--- src/rtl/urfe_pkg.sv ---
package urfe_pkg;

    // register byte addresses, one aligned word each
    localparam logic [7:0] URFE_DATA_OFF = 8'h00;
    localparam logic [7:0] URFE_STAT_OFF = 8'h04;
    localparam logic [7:0] URFE_CTRL_OFF = 8'h08;
    localparam logic [7:0] URFE_BAUD_OFF = 8'h0c;
    localparam logic [7:0] URFE_PORT_OFF = 8'h10;
    localparam logic [7:0] URFE_DDIR_OFF = 8'h14;
    localparam logic [7:0] URFE_PIN_OFF = 8'h18;

    // status fields
    localparam int URFE_ST_RXC = 7;
    localparam int URFE_ST_FERR = 4;
    localparam int URFE_ST_OVR = 3;

    // control fields
    localparam int URFE_CT_RECEIVER_ENABLE_BIT = 4;
    localparam int URFE_CT_NINE = 2;
    localparam int URFE_CT_RX9 = 1;

    // values after reset
    localparam logic [7:0] URFE_BAUD_RST = 8'h00;
    localparam logic [7:0] URFE_DATA_RST = 8'h00;

    // oversampling figures
    localparam logic [3:0] URFE_SMP_FIRST = 4'h1;
    localparam logic [3:0] URFE_SMP_A = 4'h8;
    localparam logic [3:0] URFE_SMP_B = 4'h9;
    localparam logic [3:0] URFE_SMP_C = 4'ha;
    localparam logic [3:0] URFE_SMP_LAST = 4'hf;
    localparam logic [3:0] URFE_BITS_8 = 4'h7;
    localparam logic [3:0] URFE_BITS_9 = 4'h8;

    localparam logic [1:0] URFE_HTRANS_NONSEQ = 2'h2;

    typedef enum logic [1:0] {
        URFE_IDLE = 2'b00,
        URFE_START = 2'b01,
        URFE_DATA = 2'b10,
        URFE_STOP = 2'b11
    } urfe_state_t;

    // character as held for software
    typedef struct packed {
        logic ninth;
        logic ferr;
        logic [7:0] data;
    } urfe_char_t;

endpackage : urfe_pkg

--- src/rtl/urfe_top.sv ---
// Functional notes
// sample pin sixteen times per bit
// idle low sample starts validation, sample one
// samples 8-10 mostly high reject start
// data bit is majority of samples 8-10
// shift each bit in once decided
// stop mostly low sets framing error
// every character loads data, sets complete; on overrun the unread byte is kept instead
// data address: read receive, write transmit
// nine-bit mode copies ninth bit on load
// unread byte kept, overrun set on new
// overrun visible change only on data read
// disabled receiver leaves pin as port
// enabled receiver forces pin to input
// port output bit still drives pull-up
// software checks framing before data read
// software checks overrun after data read
// nine-bit select gives nine data bits
// 8-bit baud divisor sets sample tick
// default frame: start, 8 lsb-first, stop
// reading data clears complete flag
// synchronise pin; no search before stop
//
// Added by the designer: the register addresses and register access over AHB-Lite.
`timescale 1ns/10ps
module urfe_top
    import urfe_pkg::*;
#(
    parameter int BAUD_W = 8
)
(
    input wire logic hclk,
    input wire logic hresetn,
    input wire logic hsel,
    input wire logic [31:0] haddr,
    input wire logic [1:0] htrans,
    input wire logic hwrite,
    input wire logic [2:0] hsize,
    input wire logic [31:0] hwdata,
    input wire logic hready,
    output logic hreadyout,
    output logic hresp,
    output logic [31:0] hrdata,
    input wire logic rx_pin_in,
    output logic rx_pin_out,
    output logic rx_pin_oe,
    output logic rx_pin_pullup,
    output logic [7:0] tx_data,
    output logic tx_load
);

    function automatic logic addr_is(input logic [31:0] a,
                                     input logic [7:0] off);
        addr_is = (a[7:2] == off[7:2]);
    endfunction : addr_is

    // bus state
    logic ap_take, dp_wr_reg, rd_data_evt, wr_evt;
    logic [31:0] dp_addr_reg;

    // software registers
    logic [BAUD_W-1:0] baud_reg;
    logic rx_en_reg, nine_reg, port_out_reg, port_dir_reg;
    logic [7:0] tx_data_reg;

    // receive state
    urfe_char_t held_reg;
    logic rxc_reg, ovr_pend_reg, ovr_vis_reg;
    logic sync1_reg, sync2_reg;
    logic [BAUD_W-1:0] div_reg;
    urfe_state_t state_reg;
    logic [3:0] smp_reg;
    logic [3:0] bit_reg;
    logic vote_a_reg, vote_b_reg;
    logic [8:0] shreg_reg;
    logic tick, maj, decide, complete, stop_ok;
    logic [7:0] byte_next;

    assign hreadyout = 1'b1;
    assign hresp = 1'b0;
    // zero wait states, so hready is always high when a phase ends
    assign ap_take = hsel && hready && (htrans == URFE_HTRANS_NONSEQ);
    assign rd_data_evt = ap_take && !hwrite && addr_is(haddr, URFE_DATA_OFF);
    assign wr_evt = dp_wr_reg && hready;

    always_ff @(posedge hclk or negedge hresetn)
    begin
        if (!hresetn)
        begin
            dp_wr_reg <= 1'b0;
            dp_addr_reg <= 32'h00000000;
        end
        else
        begin
            dp_wr_reg <= ap_take && hwrite;
            if (ap_take)
                dp_addr_reg <= haddr;
        end
    end

    // read data registered at the address phase; side effects happen there
    always_ff @(posedge hclk or negedge hresetn)
    begin
        if (!hresetn)
            hrdata <= 32'h00000000;
        else if (ap_take && !hwrite)
        begin
            hrdata <= 32'h00000000;
            if (addr_is(haddr, URFE_DATA_OFF))
                hrdata[7:0] <= held_reg.data;
            else if (addr_is(haddr, URFE_STAT_OFF))
            begin
                hrdata[URFE_ST_RXC] <= rxc_reg;
                hrdata[URFE_ST_FERR] <= held_reg.ferr;
                hrdata[URFE_ST_OVR] <= ovr_vis_reg;
            end
            else if (addr_is(haddr, URFE_CTRL_OFF))
            begin
                hrdata[URFE_CT_RECEIVER_ENABLE_BIT] <= rx_en_reg;
                hrdata[URFE_CT_NINE] <= nine_reg;
                hrdata[URFE_CT_RX9] <= held_reg.ninth;
            end
            else if (addr_is(haddr, URFE_BAUD_OFF))
                hrdata[BAUD_W-1:0] <= baud_reg;
            else if (addr_is(haddr, URFE_PORT_OFF))
                hrdata[0] <= port_out_reg;
            else if (addr_is(haddr, URFE_DDIR_OFF))
                hrdata[0] <= port_dir_reg;
            else if (addr_is(haddr, URFE_PIN_OFF))
                hrdata[0] <= sync2_reg;
        end
    end

    always_ff @(posedge hclk or negedge hresetn)
    begin
        if (!hresetn)
        begin
            baud_reg <= BAUD_W'(URFE_BAUD_RST);
            rx_en_reg <= 1'b0;
            nine_reg <= 1'b0;
            port_out_reg <= 1'b0;
            port_dir_reg <= 1'b0;
            tx_data_reg <= URFE_DATA_RST;
            tx_load <= 1'b0;
        end
        else
        begin
            tx_load <= 1'b0;
            if (wr_evt)
            begin
                if (addr_is(dp_addr_reg, URFE_DATA_OFF))
                begin
                    tx_data_reg <= hwdata[7:0];
                    tx_load <= 1'b1;
                end
                if (addr_is(dp_addr_reg, URFE_CTRL_OFF))
                begin
                    rx_en_reg <= hwdata[URFE_CT_RECEIVER_ENABLE_BIT];
                    nine_reg <= hwdata[URFE_CT_NINE];
                end
                if (addr_is(dp_addr_reg, URFE_BAUD_OFF))
                    baud_reg <= hwdata[BAUD_W-1:0];
                if (addr_is(dp_addr_reg, URFE_PORT_OFF))
                    port_out_reg <= hwdata[0];
                if (addr_is(dp_addr_reg, URFE_DDIR_OFF))
                    port_dir_reg <= hwdata[0];
            end
        end
    end

    assign tx_data = tx_data_reg;

    // pin sharing with the general port
    assign rx_pin_oe = !rx_en_reg && port_dir_reg;
    assign rx_pin_out = port_out_reg;
    // pull-up only matters while the pin is an input
    assign rx_pin_pullup = port_out_reg && !rx_pin_oe;

    a_pin_input: assert property (@(posedge hclk) disable iff (!hresetn)
        rx_en_reg |-> !rx_pin_oe)
        else $error("pin driven while receiver enabled");
    a_pullup_bit: assert property (@(posedge hclk) disable iff (!hresetn)
        rx_en_reg |-> (rx_pin_pullup == port_out_reg))
        else $error("pull-up not following port bit");

    // two flops; only the second is looked at
    always_ff @(posedge hclk or negedge hresetn)
    begin
        if (!hresetn)
        begin
            sync1_reg <= 1'b1;
            sync2_reg <= 1'b1;
        end
        else
        begin
            sync1_reg <= rx_pin_in;
            sync2_reg <= sync1_reg;
        end
    end

    // tick every baud_reg+1 clocks: sixteen ticks per bit
    always_ff @(posedge hclk or negedge hresetn)
    begin
        if (!hresetn)
            div_reg <= '0;
        else if (!rx_en_reg || tick)
            div_reg <= '0;
        else
            div_reg <= div_reg + 1'b1;
    end
    assign tick = rx_en_reg && (div_reg == baud_reg);

    assign maj = (vote_a_reg && vote_b_reg) || (vote_a_reg && sync2_reg)
        || (vote_b_reg && sync2_reg);
    assign decide = tick && (smp_reg == URFE_SMP_C);
    assign complete = decide && (state_reg == URFE_STOP);
    assign stop_ok = maj;
    // lsb first: an 8-bit frame leaves the byte in the upper bits
    assign byte_next = nine_reg ? shreg_reg[7:0] : shreg_reg[8:1];

    always_ff @(posedge hclk or negedge hresetn)
    begin
        if (!hresetn)
        begin
            state_reg <= URFE_IDLE;
            smp_reg <= 4'h0;
            bit_reg <= 4'h0;
            vote_a_reg <= 1'b1;
            vote_b_reg <= 1'b1;
            shreg_reg <= 9'h000;
        end
        else if (!rx_en_reg)
            state_reg <= URFE_IDLE;
        else if (tick)
        begin
            smp_reg <= smp_reg + 4'h1;
            if (smp_reg == URFE_SMP_A)
                vote_a_reg <= sync2_reg;
            if (smp_reg == URFE_SMP_B)
                vote_b_reg <= sync2_reg;
            case (state_reg)
                URFE_IDLE:
                begin
                    if (!sync2_reg)
                    begin
                        state_reg <= URFE_START;
                        smp_reg <= URFE_SMP_FIRST + 4'h1;
                        bit_reg <= 4'h0;
                    end
                end
                URFE_START:
                begin
                    if (smp_reg == URFE_SMP_C && maj)
                        state_reg <= URFE_IDLE;
                    else if (smp_reg == URFE_SMP_LAST)
                        state_reg <= URFE_DATA;
                end
                URFE_DATA:
                begin
                    if (smp_reg == URFE_SMP_C)
                        shreg_reg <= {maj, shreg_reg[8:1]};
                    if (smp_reg == URFE_SMP_LAST)
                    begin
                        bit_reg <= bit_reg + 4'h1;
                        if (bit_reg == (nine_reg ? URFE_BITS_9 : URFE_BITS_8))
                            state_reg <= URFE_STOP;
                    end
                end
                URFE_STOP:
                begin
                    // edge search resumes only after stop sampling
                    if (smp_reg == URFE_SMP_C)
                        state_reg <= URFE_IDLE;
                end
                default:
                    state_reg <= URFE_IDLE;
            endcase
        end
    end

    // smp_reg counts 1..16 within a bit (16 held as 0 after wrap)
    a_sample_wrap: assert property (@(posedge hclk) disable iff (!hresetn)
        (rx_en_reg && tick && state_reg == URFE_DATA
        && smp_reg == URFE_SMP_LAST) |=> (smp_reg == 4'h0))
        else $error("sample count does not wrap at sixteen");
    a_idle_edge: assert property (@(posedge hclk) disable iff (!hresetn)
        (rx_en_reg && tick && state_reg == URFE_IDLE && !sync2_reg)
        |=> (state_reg == URFE_START && smp_reg == 4'h2))
        else $error("falling edge not taken as sample one");
    a_start_reject: assert property (@(posedge hclk) disable iff (!hresetn)
        (rx_en_reg && decide && state_reg == URFE_START && maj)
        |=> state_reg == URFE_IDLE)
        else $error("noisy start bit not rejected");
    a_shift_bit: assert property (@(posedge hclk) disable iff (!hresetn)
        (rx_en_reg && decide && state_reg == URFE_DATA)
        |=> (shreg_reg[8] == $past(maj)
        && shreg_reg[7:0] == $past(shreg_reg[8:1])))
        else $error("data bit not shifted as majority");

    // character hand-over; a same-cycle read frees the register first
    always_ff @(posedge hclk or negedge hresetn)
    begin
        if (!hresetn)
        begin
            held_reg <= '0;
            rxc_reg <= 1'b0;
            ovr_pend_reg <= 1'b0;
        end
        else
        begin
            if (rd_data_evt)
            begin
                rxc_reg <= 1'b0;
                ovr_pend_reg <= 1'b0;
            end
            if (complete)
            begin
                if (rxc_reg && !rd_data_evt)
                    ovr_pend_reg <= 1'b1;
                else
                begin
                    held_reg.data <= byte_next;
                    held_reg.ferr <= !stop_ok;
                    if (nine_reg)
                        held_reg.ninth <= shreg_reg[8];
                    rxc_reg <= 1'b1;
                end
            end
        end
    end

    // overrun is seen only through a data read
    always_ff @(posedge hclk or negedge hresetn)
    begin
        if (!hresetn)
            ovr_vis_reg <= 1'b0;
        else if (rd_data_evt)
            ovr_vis_reg <= ovr_pend_reg;
    end

    a_frame_err: assert property (@(posedge hclk) disable iff (!hresetn)
        (rx_en_reg && complete && (!rxc_reg || rd_data_evt) && !stop_ok)
        |=> held_reg.ferr)
        else $error("bad stop bit did not flag framing error");
    a_rx_complete: assert property (@(posedge hclk) disable iff (!hresetn)
        (rx_en_reg && complete && (!rxc_reg || rd_data_evt))
        |=> (rxc_reg && held_reg.data == $past(byte_next)))
        else $error("character not moved to data register");
    a_ninth_copy: assert property (@(posedge hclk) disable iff (!hresetn)
        (rx_en_reg && complete && nine_reg && (!rxc_reg || rd_data_evt))
        |=> held_reg.ninth == $past(shreg_reg[8]))
        else $error("ninth bit not copied on load");
    a_overrun_keep: assert property (@(posedge hclk) disable iff (!hresetn)
        (rx_en_reg && complete && rxc_reg && !rd_data_evt)
        |=> ($stable(held_reg) && ovr_pend_reg))
        else $error("unread byte overwritten or overrun lost");
    a_ovr_visible: assert property (@(posedge hclk) disable iff (!hresetn)
        !rd_data_evt |=> $stable(ovr_vis_reg))
        else $error("overrun flag changed without data read");
    a_rxc_clear: assert property (@(posedge hclk) disable iff (!hresetn)
        (rd_data_evt && !complete) |=> !rxc_reg)
        else $error("complete flag not cleared by data read");
    a_stop_done: assert property (@(posedge hclk) disable iff (!hresetn)
        (rx_en_reg && tick && state_reg == URFE_STOP
        && smp_reg != URFE_SMP_C) |=> state_reg == URFE_STOP)
        else $error("left stop bit before sampling finished");

endmodule : urfe_top

--- config.mk ---
export PLATFORM = sky130hd
export DESIGN_NAME = urfe_top
export DESIGN_NICKNAME = d
export VERILOG_FILES = /design/src/rtl/urfe_pkg.sv /design/src/rtl/urfe_top.sv
export SDC_FILE = /design/constraint.sdc
export NUM_CORES = 1
export LEC_CHECK = 0
export BUFFER_PORTS_ARGS = -buffer_cell sky130_fd_sc_hd__buf_4
export CAP_MARGIN = 20
export CORE_MARGIN = 5
export CORE_UTILIZATION = 56
export CTS_BUF_LIST = sky130_fd_sc_hd__clkbuf_8
export DETAILED_ROUTE_END_ITERATION = 10
export GPL_TIMING_DRIVEN = 1
export PLACE_DENSITY = 0.86
export SYNTH_ARGS = -nofsm -noshare
export SYNTH_HDL_FRONTEND = slang
export SYNTH_SLANG_ARGS = --single-unit
--- constraint.sdc ---
create_clock -name hclk -period 4.37 [get_ports hclk]
set_input_delay 0.2185 -clock hclk [delete_from_list [all_inputs] [get_ports hclk]]
set_output_delay 0.2185 -clock hclk [all_outputs]
set_load 0.05 [all_outputs]
==> impl_results.md <==
* Outcome: finished, final reports clean
* CTS tree: yes
* FF-to-FF End: held_reg[5]
* Largest net degree at the start of global routing at 81
* CTS buffer count at 9
* Initial DRC Count at 99
* Max cap viols at 0
* Initial antenna violation count at 0
* Least-Margin Pin Slew at 991 ps
* Switching power at 0.000479 W
* WL final at 7650 um
* Int Pwr at 0.00123 W
* Fin nets at 472
* Worst Setup End Kind: register
* Worst path cell trace: xor2_1 > nor4_1 > nand3_1 > buf_4 > nor4b_4 > mux2_2
* Initial Util at 56.9%
* Non-filler instance count after layout at 495
* CTS H-Tree Depth at 3
* Asr flop ratio synth at 100%
* Area share of the largest cell type after synthesis at 46.8%
* Postcts setup bufs at 0
* Worst path depth at 6
* Delay-heaviest family, CP: simple AND/OR/NAND/NOR gates
* Reg2reg start: baud_reg[3]
* Core Area at 7140 sq um
* IO Pins at 121
* Slowest cell on crit path: nor4b_4
* Static leakage at 2.28 nW
* Final count of pins violating max slew at 0
* Worst skew pair latency at 350 ps
* Flop-to-flop setup slack at 1750 ps
* Mean Syn Cell Area at 11.6 sq um
* Post-route setup TNS at 0 ps
* # diodes at 0
* Die Ht at 95.2 um
* Synthesized cell area at 4060 sq um
* Synth warn at 0
* Switching Fraction at 28.0%
* Final Skew at 12.4 ps
* Clock power frac at 38.0%
* Vias after detailed routing at 2717
* Max reg flops at 10
* Ys flop type: dfrtp_1
* Antenna violation net count after detailed routing at 0
* Maximum VDD drop at 0.338 mV
* DRC viols at 0
* Pwr Density at 374 nW/um^2
* Layout area overhead at 12.7%
* Placed insts at 478
* Clock buffer depth at 2
* Period Utilization, post-route at 59.9%
* Final Hold Viols at 0
* Aggregate global routing overflow at 0
* Hpwl dp at 5550 um
* Die boundary width at 95.2 um
* Cells on worst reg2reg path at 6
* Achievable clock frequency at 0.382 GHz
* WP data required at 4600 ps
* DP Worst Slack at 1670 ps
* Sequential fraction of the synthesis area at 49.4%
* Avg WL per Cell at 15.4 um
* Power Total at 0.00171 W
* Crit-path max FO at 20
* Worst setup margin at 1750 ps
* Arrival @ worst endpoint at 2850 ps
* Hold Crit Class: input pin to asynchronous set/reset pin
* Gpl congestion at 0.860
* CTS sink cnt at 80
* Clock slew at reported path FFs at 90 ps
* Clock Tree Root: clkbuf_8
* Yosys cell types at 51
* Final setup violation count at 0
* Post-CTS Resized at 0
* Row cnt at 31
* Min Tclk post-route at 2620 ps
* Layout cells sized above 1 at 30.8%
* Fin util at 64.1%
* Critical path class: register to register
* Drt pass-1 iters at 4
* Reg power frac at 47.4%
* Vias in the first global route at 2773
* Synth area leaders: dfrtp_1 (47%), mux2_2 (15%), buf_4 (4.8%)
* Yosys top cell by area: dfrtp_1
* Buf/Inv on CP at 1
* Slew margin rel. at 33.9%
* Die ar. at 9050 sq um
* Yosys reg bits at 80
* CP Launch Type: register
* Fill cells at 523
* GRT Total Usage at 18.3%
* IO Port Bufs at 41
* Post-synth EDFFs at 0
* Logic pwr share at 14.6%
* Unrepaired setup endpoints after global routing: false
* CP peak stage delay at 630 ps
* First-pass GRT wire length at 12900 um
* Vias per cell at 5.49
* Cells after Synth at 349
[synth_stat cells (6+ instances only)]
cell type and number:
buf_4 26, dfrtp_1 76, ha_1 6, inv_1 12, mux2_2 53, nand2_1 13, nand3_1 16, nor2_1 26
nor3_1 8, o21ai_0 10, xor2_1 13
[per-stage QoR]
step | instance area, sq um | hold WS (ps)
after floorplan | 4150 | -77.1
after global placement | 4320 | 332
after detailed placement | 4320 | 332
after CTS | 4580 | 70.5
after global routing | 4580 | 93.8
final | 4580 | 38.9
[placed cells by master, fill, tap and decap left out, types with 2 or more instances in the layout]
cell	Yosys	layout
and3_1	5	5
a21o_1	2	2
nor2b_1	3	3
dfrtp_1	76	76
o41ai_1	2	2
inv_6	0	2
nor2_1	26	26
a22o_1	5	5
or2_2	2	2
nand2_1	13	13
o31ai_1	4	4
nand3_1	16	16
nor3_1	8	8
conb_1	2	26
a221o_1	2	2
o21ai_0	10	10
dfstp_2	4	4
ha_1	6	6
a21oi_1	4	4
bufinv_16	0	3
a311oi_1	2	2
clkbuf_8	0	9
xor2_1	13	13
a221oi_1	3	3
xnor2_1	2	2
mux2i_1	5	5
mux2_2	53	53
inv_1	12	13
buf_4	26	42
nand3b_1	5	5
nand4b_1	2	2
nand2b_1	3	3
nor4_1	4	4
or4_1	2	2
[area by class of cell]
class	instances	area, sq um	area share (%)
sequential	80	2010	43.8
multi-input combinational	245	1830	40.0
timing repair buffer	43	325	7.11
clock buffer	9	124	2.71
tap	99	124	2.71
clock inverter	7	119	2.60
inverter	12	45.0	0.984
[worst max path at each step]
stage                start            to  slack, ps
2_1_floorplan   div_reg[2]  shreg_reg[0]       2200
3_3_place_gp     htrans[0]   held_reg[3]       1720
3_5_place_dp     htrans[0]   held_reg[0]       1670
4_1_cts        baud_reg[3]   held_reg[2]       1720
5_1_grt        baud_reg[3]   held_reg[6]       1450
6_report       baud_reg[3]   held_reg[5]       1750
[layer usage]
layer,global-route usage [%],part of all wire (%),vias up
li1,-,-,1281
met1,23.9,42,1350
met2,29.7,51,77
met3,5.68,6.4,9
met4,4.57,1.1,0
met5,0,0,-
[power by group through the flow]
stage	clock [W]	sequential, W	combinational (W)
after floorplan	0	0.000866	0.000148
after global placement	0	0.000825	0.000241
after detailed placement	0	0.000827	0.000251
after CTS	0.000661	0.000813	0.000252
after global routing	0.000695	0.000820	0.000271
final	0.000651	0.000813	0.000250
[cells by family (layout without fill, tap and decap cells)]
family                     count (synthesis)  count (layout)  share of synthesized area, %
and+or+nand+nor                           98              98                          13.4
DFF                                       80              80                          49.4
muxes                                     59              59                          16.5
buffers and inverters                     48              71                          7.64
AOI/OAI and AO/OA                         40              40                          7.52
xor gates and xnor gates                  15              15                          3.24
adders and majority gates                  7               7                          2.10
other                                      2              26                         0.185
[what timing repair did]
item | CTS | global route
endpoints found under the setup margin | 0 | 0
hold buffers | 1 | 0
endpoints found under the hold margin | 1 | 0
(Power assumes the default switching activity.)
